--- src/rsi_pkg.sv ---
package rsi_pkg;
  localparam int REG_W = 8;
  localparam int ADDR_W_MIN = 10;
  localparam logic [7:0] IDX_RX_STATUS2 = 8'h14;
  localparam logic [7:0] IDX_SLIP_STATUS = 8'h15;
  localparam logic [7:0] IDX_IRQ_EN_PRI = 8'h16;
  localparam logic [7:0] IDX_IRQ_EN_SEC = 8'h17;
  localparam logic [7:0] IDX_PORT_ROUTE = 8'h30;
  localparam int BIT_SLIP = 0;
  localparam int BIT_LOCK_LOSS = 2;
  localparam int ROUTE_A_SRC = 0;
  localparam int ROUTE_A_SLAVE = 1;
  localparam int ROUTE_B_SRC = 2;
  localparam int ROUTE_B_SLAVE = 3;
  localparam int ROUTE_W = 4;
  localparam logic [7:0] RST_STATUS = 8'h00;
  localparam logic [7:0] RST_MASK = 8'h00;
  localparam logic [3:0] RST_ROUTE = 4'h0;
  localparam int SYNC_STAGES = 2;

  typedef struct packed {
    logic cs_crc;
    logic parity;
    logic validity;
    logic biphase_error;
    logic subcode_change;
    logic lock_loss;
    logic subcode_crc;
    logic buffer_copy;
  } rsi_rx_status_t;

  typedef struct packed {
    logic sel;
    logic en;
    logic wr;
    logic [7:0] idx;
    logic aligned;
    logic [31:0] wdata;
  } rsi_apb_req_t;

  typedef enum logic [5:0] {
    SEL_NONE = 6'b000001,
    SEL_STATUS2 = 6'b000010,
    SEL_SLIP = 6'b000100,
    SEL_EN_PRI = 6'b001000,
    SEL_EN_SEC = 6'b010000,
    SEL_ROUTE = 6'b100000
  } rsi_sel_t;
endpackage : rsi_pkg

--- src/rsi_sync.sv ---
`timescale 1ns/1ps
module rsi_sync #(
  parameter int W = 1
) (
  input wire logic clk,
  input wire logic rst,
  input wire logic [W-1:0] d,
  output logic [W-1:0] q
);
  logic [W-1:0] meta;

  // first stage feeds only the second
  always_ff @(posedge clk or posedge rst) begin
    if (rst) begin
      meta <= '0;
      q <= '0;
    end else begin
      meta <= d;
      q <= meta;
    end
  end
endmodule : rsi_sync

--- src/rsi_rx_irq.sv ---
// Implementation choice: the APB slave port.
`timescale 1ns/1ps
module rsi_rx_irq
  import rsi_pkg::*;
#(
  parameter int ADDR_W = 10
) (
  input wire logic CORE_CLK,
  input wire logic SYS_RST,
  input wire logic PSEL,
  input wire logic PENABLE,
  input wire logic PWRITE,
  input wire logic [ADDR_W-1:0] PADDR,
  input wire logic [31:0] PWDATA,
  output logic [31:0] PRDATA,
  output logic PREADY,
  output logic PSLVERR,
  input wire logic [REG_W-1:0] RX_EVENTS,
  input wire logic SLIP_A,
  input wire logic SLIP_B,
  output logic IRQ
);
  if (ADDR_W < ADDR_W_MIN) begin : g_chk
    $error("address bus too narrow for register map");
  end

  localparam int EV_W = REG_W + 2;

  // register index decode shared by read and write paths
  function automatic rsi_sel_t decode(input logic [7:0] idx,
                                      input logic aligned);
    if (!aligned) begin
      return SEL_NONE;
    end
    unique case (idx)
      IDX_RX_STATUS2: return SEL_STATUS2;
      IDX_SLIP_STATUS: return SEL_SLIP;
      IDX_IRQ_EN_PRI: return SEL_EN_PRI;
      IDX_IRQ_EN_SEC: return SEL_EN_SEC;
      IDX_PORT_ROUTE: return SEL_ROUTE;
      default: return SEL_NONE;
    endcase
  endfunction : decode

  logic [EV_W-1:0] ev_sync;
  rsi_rx_status_t rx_ev;
  logic slip_a;
  logic slip_b;
  logic slip_hit;
  rsi_apb_req_t req;
  rsi_sel_t sel;
  rsi_sel_t cap_sel;
  logic setup;
  logic access;
  logic [REG_W-1:0] rd_val;
  logic [REG_W-1:0] clr_status2;
  logic clr_slip;
  rsi_rx_status_t status2;
  logic slip;
  rsi_rx_status_t en_pri;
  logic en_sec;
  logic [ROUTE_W-1:0] route;
  rsi_rx_status_t next_status2;
  logic next_slip;

  // receiver and port slip events come from other clocks
  rsi_sync #(
    .W(EV_W)
  ) u_sync (
    .clk(CORE_CLK),
    .rst(SYS_RST),
    .d({SLIP_B, SLIP_A, RX_EVENTS}),
    .q(ev_sync)
  );

  assign rx_ev = rsi_rx_status_t'(ev_sync[REG_W-1:0]);
  assign slip_a = ev_sync[REG_W];
  assign slip_b = ev_sync[REG_W+1];

  // pick the port whose slip is reported
  always_comb begin
    if (route[ROUTE_A_SRC]) begin
      slip_hit = route[ROUTE_A_SLAVE] & slip_a;
    end else if (route[ROUTE_B_SRC]) begin
      slip_hit = route[ROUTE_B_SLAVE] & slip_b;
    end else begin
      slip_hit = 1'b0;
    end
  end

  // bus request carrier
  always_comb begin
    req.sel = PSEL;
    req.en = PENABLE;
    req.wr = PWRITE;
    req.idx = PADDR[9:2];
    req.aligned = (PADDR[1:0] == 2'b00) && (PADDR >> 10 == '0);
    req.wdata = PWDATA;
  end

  assign sel = decode(req.idx, req.aligned);
  assign setup = req.sel & ~req.en & ~PREADY;
  assign access = req.sel & req.en & PREADY;

  // read mux
  always_comb begin
    rd_val = '0;
    unique case (sel)
      SEL_STATUS2: rd_val = status2;
      SEL_SLIP: rd_val = {{(REG_W-1){1'b0}}, slip};
      SEL_EN_PRI: rd_val = en_pri;
      SEL_EN_SEC: rd_val = {{(REG_W-1){1'b0}}, en_sec};
      SEL_ROUTE: rd_val = {{(REG_W-ROUTE_W){1'b0}}, route};
      SEL_NONE: rd_val = '0;
    endcase
  end

  // apb answer: data captured in setup, ready in access
  always_ff @(posedge CORE_CLK or posedge SYS_RST) begin
    if (SYS_RST) begin
      PREADY <= 1'b0;
      PRDATA <= 32'h0000_0000;
      PSLVERR <= 1'b0;
      cap_sel <= SEL_NONE;
    end else if (setup) begin
      PREADY <= 1'b1;
      PRDATA <= req.wr ? 32'h0000_0000 : {24'h00_0000, rd_val};
      PSLVERR <= (sel == SEL_NONE);
      cap_sel <= sel;
    end else begin
      PREADY <= 1'b0;
      PSLVERR <= 1'b0;
    end
  end

  // read clears only the bits that were returned
  always_comb begin
    clr_status2 = '0;
    clr_slip = 1'b0;
    if (access && !req.wr) begin
      if (cap_sel == SEL_STATUS2) begin
        clr_status2 = PRDATA[REG_W-1:0];
      end
      if (cap_sel == SEL_SLIP) begin
        clr_slip = PRDATA[BIT_SLIP];
      end
    end
  end

  // set wins over read clear; unlock re-sets while unlocked
  assign next_status2 = rsi_rx_status_t'((status2 & ~clr_status2) | rx_ev);
  assign next_slip = (slip & ~clr_slip) | slip_hit;

  always_ff @(posedge CORE_CLK or posedge SYS_RST) begin
    if (SYS_RST) begin
      status2 <= rsi_rx_status_t'(RST_STATUS);
      slip <= 1'b0;
    end else begin
      status2 <= next_status2;
      slip <= next_slip;
    end
  end

  // mask registers, zero after reset keeps every source masked
  always_ff @(posedge CORE_CLK or posedge SYS_RST) begin
    if (SYS_RST) begin
      en_pri <= rsi_rx_status_t'(RST_MASK);
      en_sec <= RST_MASK[BIT_SLIP];
    end else if (access && req.wr) begin
      if (cap_sel == SEL_EN_PRI) begin
        en_pri <= rsi_rx_status_t'(req.wdata[REG_W-1:0]);
      end
      if (cap_sel == SEL_EN_SEC) begin
        en_sec <= req.wdata[BIT_SLIP];
      end
    end
  end

  // port routing and mode seen by the slip selector
  always_ff @(posedge CORE_CLK or posedge SYS_RST) begin
    if (SYS_RST) begin
      route <= RST_ROUTE;
    end else if (access && req.wr && cap_sel == SEL_ROUTE) begin
      route <= req.wdata[ROUTE_W-1:0];
    end
  end

  // interrupt request
  always_ff @(posedge CORE_CLK or posedge SYS_RST) begin
    if (SYS_RST) begin
      IRQ <= 1'b0;
    end else begin
      IRQ <= (|(status2 & en_pri)) | (slip & en_sec);
    end
  end
endmodule : rsi_rx_irq

--- config.mk ---
export PLATFORM = sky130hd
export DESIGN_NAME = rsi_rx_irq
export DESIGN_NICKNAME = d
export VERILOG_FILES = /design/src/rsi_pkg.sv /design/src/rsi_sync.sv /design/src/rsi_rx_irq.sv
export SDC_FILE = /design/constraint.sdc
export NUM_CORES = 1
export LEC_CHECK = 0
export ABC_AREA = 1
export BUFFER_PORTS_ARGS = -buffer_cell sky130_fd_sc_hd__buf_4
export CAP_MARGIN = 15
export CORE_MARGIN = 8
export CORE_UTILIZATION = 50
export CTS_CLUSTER_DIAMETER = 150
export DETAILED_ROUTE_END_ITERATION = 8
export GPL_TIMING_DRIVEN = 0
export PLACE_DENSITY = 0.84
export SLEW_MARGIN = 10
export SYNTH_ARGS = -nofsm -noshare
export SYNTH_HDL_FRONTEND = slang
export SYNTH_SLANG_ARGS = --single-unit
--- constraint.sdc ---
create_clock -name CORE_CLK -period 1.8 [get_ports CORE_CLK]
set_input_delay 0.09 -clock CORE_CLK [delete_from_list [all_inputs] [get_ports CORE_CLK]]
set_output_delay 0.09 -clock CORE_CLK [all_outputs]
set_load 0.01 [all_outputs]
==> qor.csv, run 1 <==
metric,value,unit
p_clk_share,43.8,%
switching_power,691,uW
p_comb_share,9.6,%
synth_seq_area_share,54.8,%
setup_ws,270,ps
clock_path_buffers,2,
slew_headroom,60.5,%
cpPeakStageDelay,460,ps
post-route-drc-count,0,
synth-main-ff-cell,dfrtp_1,
preCtsSetupSlack,281,ps
drtIter0Drc,153,
holdWs,26.2,ps
grt_usage,17.4,%
dp.cells,403,
report.final.slew_viol_count,0,
path_clk_slew,60,ps
hold_viol,0,
synth_area,2700,um2
synth_cell_types,33,
yosysWarningCount,0,
grt_max_degree,42,
num_antenna_cells,0,
postLayoutCoreUtil,69.6,%
antenna_found_initial,0,
gr-total-overflow,0,
root_buffer,clkbuf_8,
seq_area,1480,um2
postLayoutCellArea,3580,um2
multi_input_area,996,um2
period_needed,1530,ps
grt_pass1_wl,10300,um
portBuffers,43,
critPathMaxFanout,8,
start_util,52.4,%
drv_cap,0,
synth_cells,266,
rsz0062_at_grt,no,
drtPass1Iterations,4,
critPathLaunchType,flop,
numCtsBuffers,9,
drive_gt1_share,34.4,%
synth_area_leaders,"dfrtp_1 54%, nand2_1 7.0%, buf_4 6.7%",
cp.required,2030,ps
globalplace.congestion,0.848,
synth_edf_count,0,
min_path_type,in2reg,
sequentialPowerShare,46.6,%
leakagePower,1.78,nW
endpoint_kind,flop,
drt_wl_total,6380,um
crit_chain,inv_2 -> nand3_1 -> nor4_4 -> nand3_1 -> a21o_1,
cpMaxStageDelayCell,nor4_4,
max_freq,0.654,GHz
setup_viol,0,
htreeDepth,3,
synth_top_cell_area_share,53.9,%
die-area,8000,um2
skew,5.98,ps
status,"finished, final reports clean",
ant_nets,0,
async_flop_share,100,%
synth.most_common_cell,dfrtp_1,
period_share,85.0,%
syn_avg_cell_area,10.1,um2
die_y,89.4,um
crit_arrival,1760,ps
grt_pass1_vias,2161,
synth_seq_cells,59,
die_w,89.4,um
ir_drop,0.577,mV
fillCellCount,405,
tightestPinTransition,589,ps
avgViaCountPerCell,4.87,
wl_per_cell,14.7,um
intPower,2.32,mW
coreArea,5140,um2
ios,92,
post_cts_buffers,0,
final_nets,416,
fin_cells,433,
critPathKind,reg2reg,
p_sw_share,22.9,%
rows,26,
crit_top_cell,nand3_1,
place_area,3210,um2
hpwl,4690,um
synthTopCellsByCount,"58 x dfrtp_1, 50 x nand2_1, 27 x nand3_1",
tritoncts,yes,
clkLatencyLatePin,340,ps
vias,2108,
power.density,841,nW/um2
yosys.area.top_type,dfrtp_1,
area_delta_synth_final,32.7,%
cts.sinks,59,
per-stage QoR:
step	total power [mW]	TNS (ps)
2_1_floorplan	1.58	0
3_3_place_gp	1.67	-22760
3_5_place_dp	1.69	0
4_1_cts	3.03	0
5_1_grt	3.12	0
6_report	3.01	0
critical path, delay by kind of cell (launching register included):
| family | cells | cell delay (ps) |
|---|---|---|
| buffers and inverters | 1 | 90 |
| AO/OA/AOI/OAI | 1 | 190 |
| AND/OR/NAND/NOR | 3 | 740 |
| flip-flops | 1 | 390 |
kinds of logic (layout without fill, tap and decap cells):
kind of cell	count (synthesis)	in the layout	share of synthesized area, %
other cells	1	24	0.139
simple gates	111	111	22.0
flops	59	59	54.8
compound gates	45	45	11.7
buf+inv	50	124	11.4
per-layer routing:
metal | track usage (%) | vias up | share of wire (%) | wire length [um]
met5 | 0 | - | 0 | 0
met4 | 7.55 | 0 | 2.4 | 153
met2 | 29.1 | 51 | 52 | 3310
met3 | 6.34 | 16 | 6.1 | 388
li1 | - | 1028 | - | -
met1 | 19.5 | 1013 | 40 | 2530
registers in the layout, indices dropped and copies added, names as in the netlist:
| name | count |
|---|---|
| cap_sel | 6 |
| u_sync.q | 10 |
| u_sync.meta | 10 |
| IRQ | 1 |
| status2 | 8 |
| route | 4 |
| PSLVERR | 1 |
| en_sec | 1 |
| en_pri | 8 |
| PREADY | 1 |
| PRDATA | 8 |
| slip | 1 |
cells in the final DEF, fill, tap and decap left out, drive strengths merged, types with 2 or more instances in the layout:
| cell type | count |
|---|---|
| bufinv | 2 |
| o21ai | 20 |
| buf | 72 |
| clkinv | 3 |
| a21oi | 2 |
| dfrtp | 58 |
| nor2 | 17 |
| nand4 | 3 |
| dlygate4sd3 | 15 |
| a21o | 8 |
| inv | 21 |
| clkbuf | 10 |
| conb | 24 |
| nand3 | 34 |
| nor3 | 3 |
| nand2 | 53 |
| o211ai | 8 |
power by group through the flow:
stage,combinational (mW),clock [mW],sequential [mW]
floorplan,0.159,0,1.42
global placement,0.249,0,1.42
detailed placement,0.260,0,1.43
CTS,0.287,1.34,1.40
global route,0.317,1.40,1.41
finish,0.288,1.32,1.40
final timing paths:
kind                           startpoint          end  slack (ps)  cells past startpoint
setup / recovery               cap_sel[4]   status2[7]         270                      5
hold / removal                  PWDATA[3]    en_pri[3]          30                      3
setup reg to reg               cap_sel[4]   status2[7]         270                      5
hold reg to reg            u_sync.meta[5]  u_sync.q[5]         350                      0
max in group asynchronous         SYS_RST   status2[4]         930                      4
min in group asynchronous         SYS_RST    PRDATA[6]         310                      3
cell type report:
cell class / count / area share, %
Sequential cell: 59 / 41.3
Multi-Input combinational cell: 180 / 27.8
Timing Repair Buffer: 59 / 13.8
Buffer: 28 / 6.30
Clock buffer: 10 / 3.85
Tap cell: 70 / 2.45
Inverter: 22 / 2.31
Clock inverter: 5 / 2.17
timing repair:
item                      4_1_cts  5_1_grt
hold endpoints to repair       31        0
hold buffers                   15        0
resized for setup               0        0
Note: power is estimated with default switching activity, not from simulation.
==> inputs of run 2 (changes only) <==
--- a/config.mk
+++ b/config.mk
@@ -14,6 +14,8 @@
 export DETAILED_ROUTE_END_ITERATION = 8
 export GPL_TIMING_DRIVEN = 0
 export PLACE_DENSITY = 0.84
+export RECOVER_POWER = 100
+export SKIP_CTS_REPAIR_TIMING = 1
 export SLEW_MARGIN = 10
 export SYNTH_ARGS = -nofsm -noshare
 export SYNTH_HDL_FRONTEND = slang
==> qor.csv, run 2 (same netlist as run 1, synthesis figures left out) <==
metric,value,unit
status,finished with violations,
violations,negative hold slack,
grt_max_degree,42,
die_w,89.4,um
min_path_type,in2reg,
whs_endpoint,en_pri[7],
drtPass1Iterations,4,
rows,26,
holdWs,-10.5,ps
tightestPinTransition,791,ps
cts.sinks,59,
crit_family,simple AND/OR/NAND/NOR gates,
die-area,8000,um2
cpPeakStageDelay,410,ps
portBuffers,43,
numCtsBuffers,9,
tritoncts,yes,
cp.required,2030,ps
crit_arrival,1840,ps
drt_wl_total,6290,um
die_y,89.4,um
max_freq,0.620,GHz
num_antenna_cells,0,
vias,2123,
grt_usage,16.8,%
start_util,52.4,%
ios,92,
crit_chain,nor2_1 -> nand3_1 -> nor3_2 -> nand2_1 -> buf_6 -> nand2_1 -> o21ai_2,
worst_r2r_path_depth,7,
hold_viol,1,
min_from,PWDATA[7],
cpMaxStageDelayCell,dfrtp_1,
htreeDepth,3,
path_clk_slew,70,ps
drtIter0Drc,164,
clock_path_buffers,2,
grt_pass1_vias,2086,
leakagePower,1.72,nW
report.final.slew_viol_count,0,
endpoint_kind,flop,
root_buffer,clkbuf_8,
clkLatencyLatePin,340,ps
slew_headroom,47.2,%
antenna_found_initial,0,
critPathKind,reg2reg,
final_cell_mix,"58 x dfrtp_1, 52 x nand2_1, 45 x buf_4",
critPathMaxFanout,10,
drv_cap,0,
largestRegisters,"u_sync.meta: 10 flops, u_sync.q: 10 flops",
period_share,89.7,%
critPathLaunchType,flop,
preCtsSetupSlack,281,ps
grt_pass1_wl,9940,um
ir_drop,0.577,mV
coreArea,5140,um2
rsz0062_at_grt,no,
ant_nets,0,
area_delta_synth_final,29.5,%
power.density,858,nW/um2
power,2.99,mW
final_common_cell,dfrtp_1,
post-route-drc-count,0,
wl_per_cell,14.6,um
skew,5.47,ps
setup_viol,0,
crit_start,cap_sel[1],
rrSetupSlack,190,ps
period_needed,1610,ps
avgViaCountPerCell,4.93,
cp_num_buf_inv,1,
hpwl,4690,um
whs_path_depth,3,
r2r_start,cap_sel[1],
globalplace.congestion,0.848,
crit_top_cell,nand2_1,
gr-total-overflow,0,
r2r_end,en_pri[3],
setup_ws,186,ps
drive_gt1_share,29.4,%
final_nets,414,
run 2: changes by cell type in the layout (fill, tap and decap cells not counted), moves of 3 or more:
cell / previous run / this run
inv_2: 8 / 5
inv_1: 13 / 16
buf_4: 67 / 45
clkbuf_1: 0 / 12
o21ai_1: 16 / 7
o21ai_0: 0 / 9
clkbuf_4: 0 / 11
run 2: through the flow:
step                setup TNS (ps)  utilization, %  std cells  area, um2  hold slack, ps
floorplan                        0               -        289       2780             121
global placement            -22760            62.1        402       3190             199
detailed placement               0            62.5        403       3210             127
CTS                              0            66.7        418       3430            -228
global route                     0            67.9        431       3490            5.45
finish                           0            67.9        431       3490           -10.5
run 2: how the worst max path moves through the flow:
| stage | end | slack [ps] | cells past startpoint |
|---|---|---|---|
| after floorplan | IRQ | 260 | 1 |
| after global placement | u_sync.q[6] | -400 | 2 |
| after detailed placement | status2[7] | 280 | 5 |
| after CTS | status2[7] | 270 | 5 |
| after global routing | en_pri[3] | 70 | 7 |
| final | en_pri[3] | 190 | 7 |
run 2: layout make-up:
cell class | count | area, um2
clock inverters | 5 | 77.6
flip-flops and latches | 59 | 1480
multi-input cells | 180 | 977
plain buffers | 28 | 218
well taps | 70 | 87.6
repair buffers | 57 | 432
clock buffers | 10 | 138
fillers | 424 | 1650
inverters | 22 | 82.6
run 2: power breakdown:
group / switching (mW) / internal [mW] / leakage [nW]
Combinational: 0.143 / 0.128 / 0.887
Clock: 0.517 / 0.804 / 0.108
Sequential: 0.0272 / 1.37 / 0.722
Total: 0.688 / 2.31 / 1.72
run 2: layer usage:
| layer | global-route usage [%] | routed length [um] |
|---|---|---|
| met2 | 27.8 | 3210 |
| met1 | 19.4 | 2450 |
| met4 | 6.80 | 161 |
| met3 | 5.88 | 477 |
| met5 | 0 | 0 |
run 2: worst reg2reg max path, cell delays in order (launching register included):
cell and delay, ps:
dfrtp_1 410, nor2_1 130, nand3_1 150, nor3_2 310
nand2_1 180, buf_6 190, nand2_1 90, o21ai_2 50
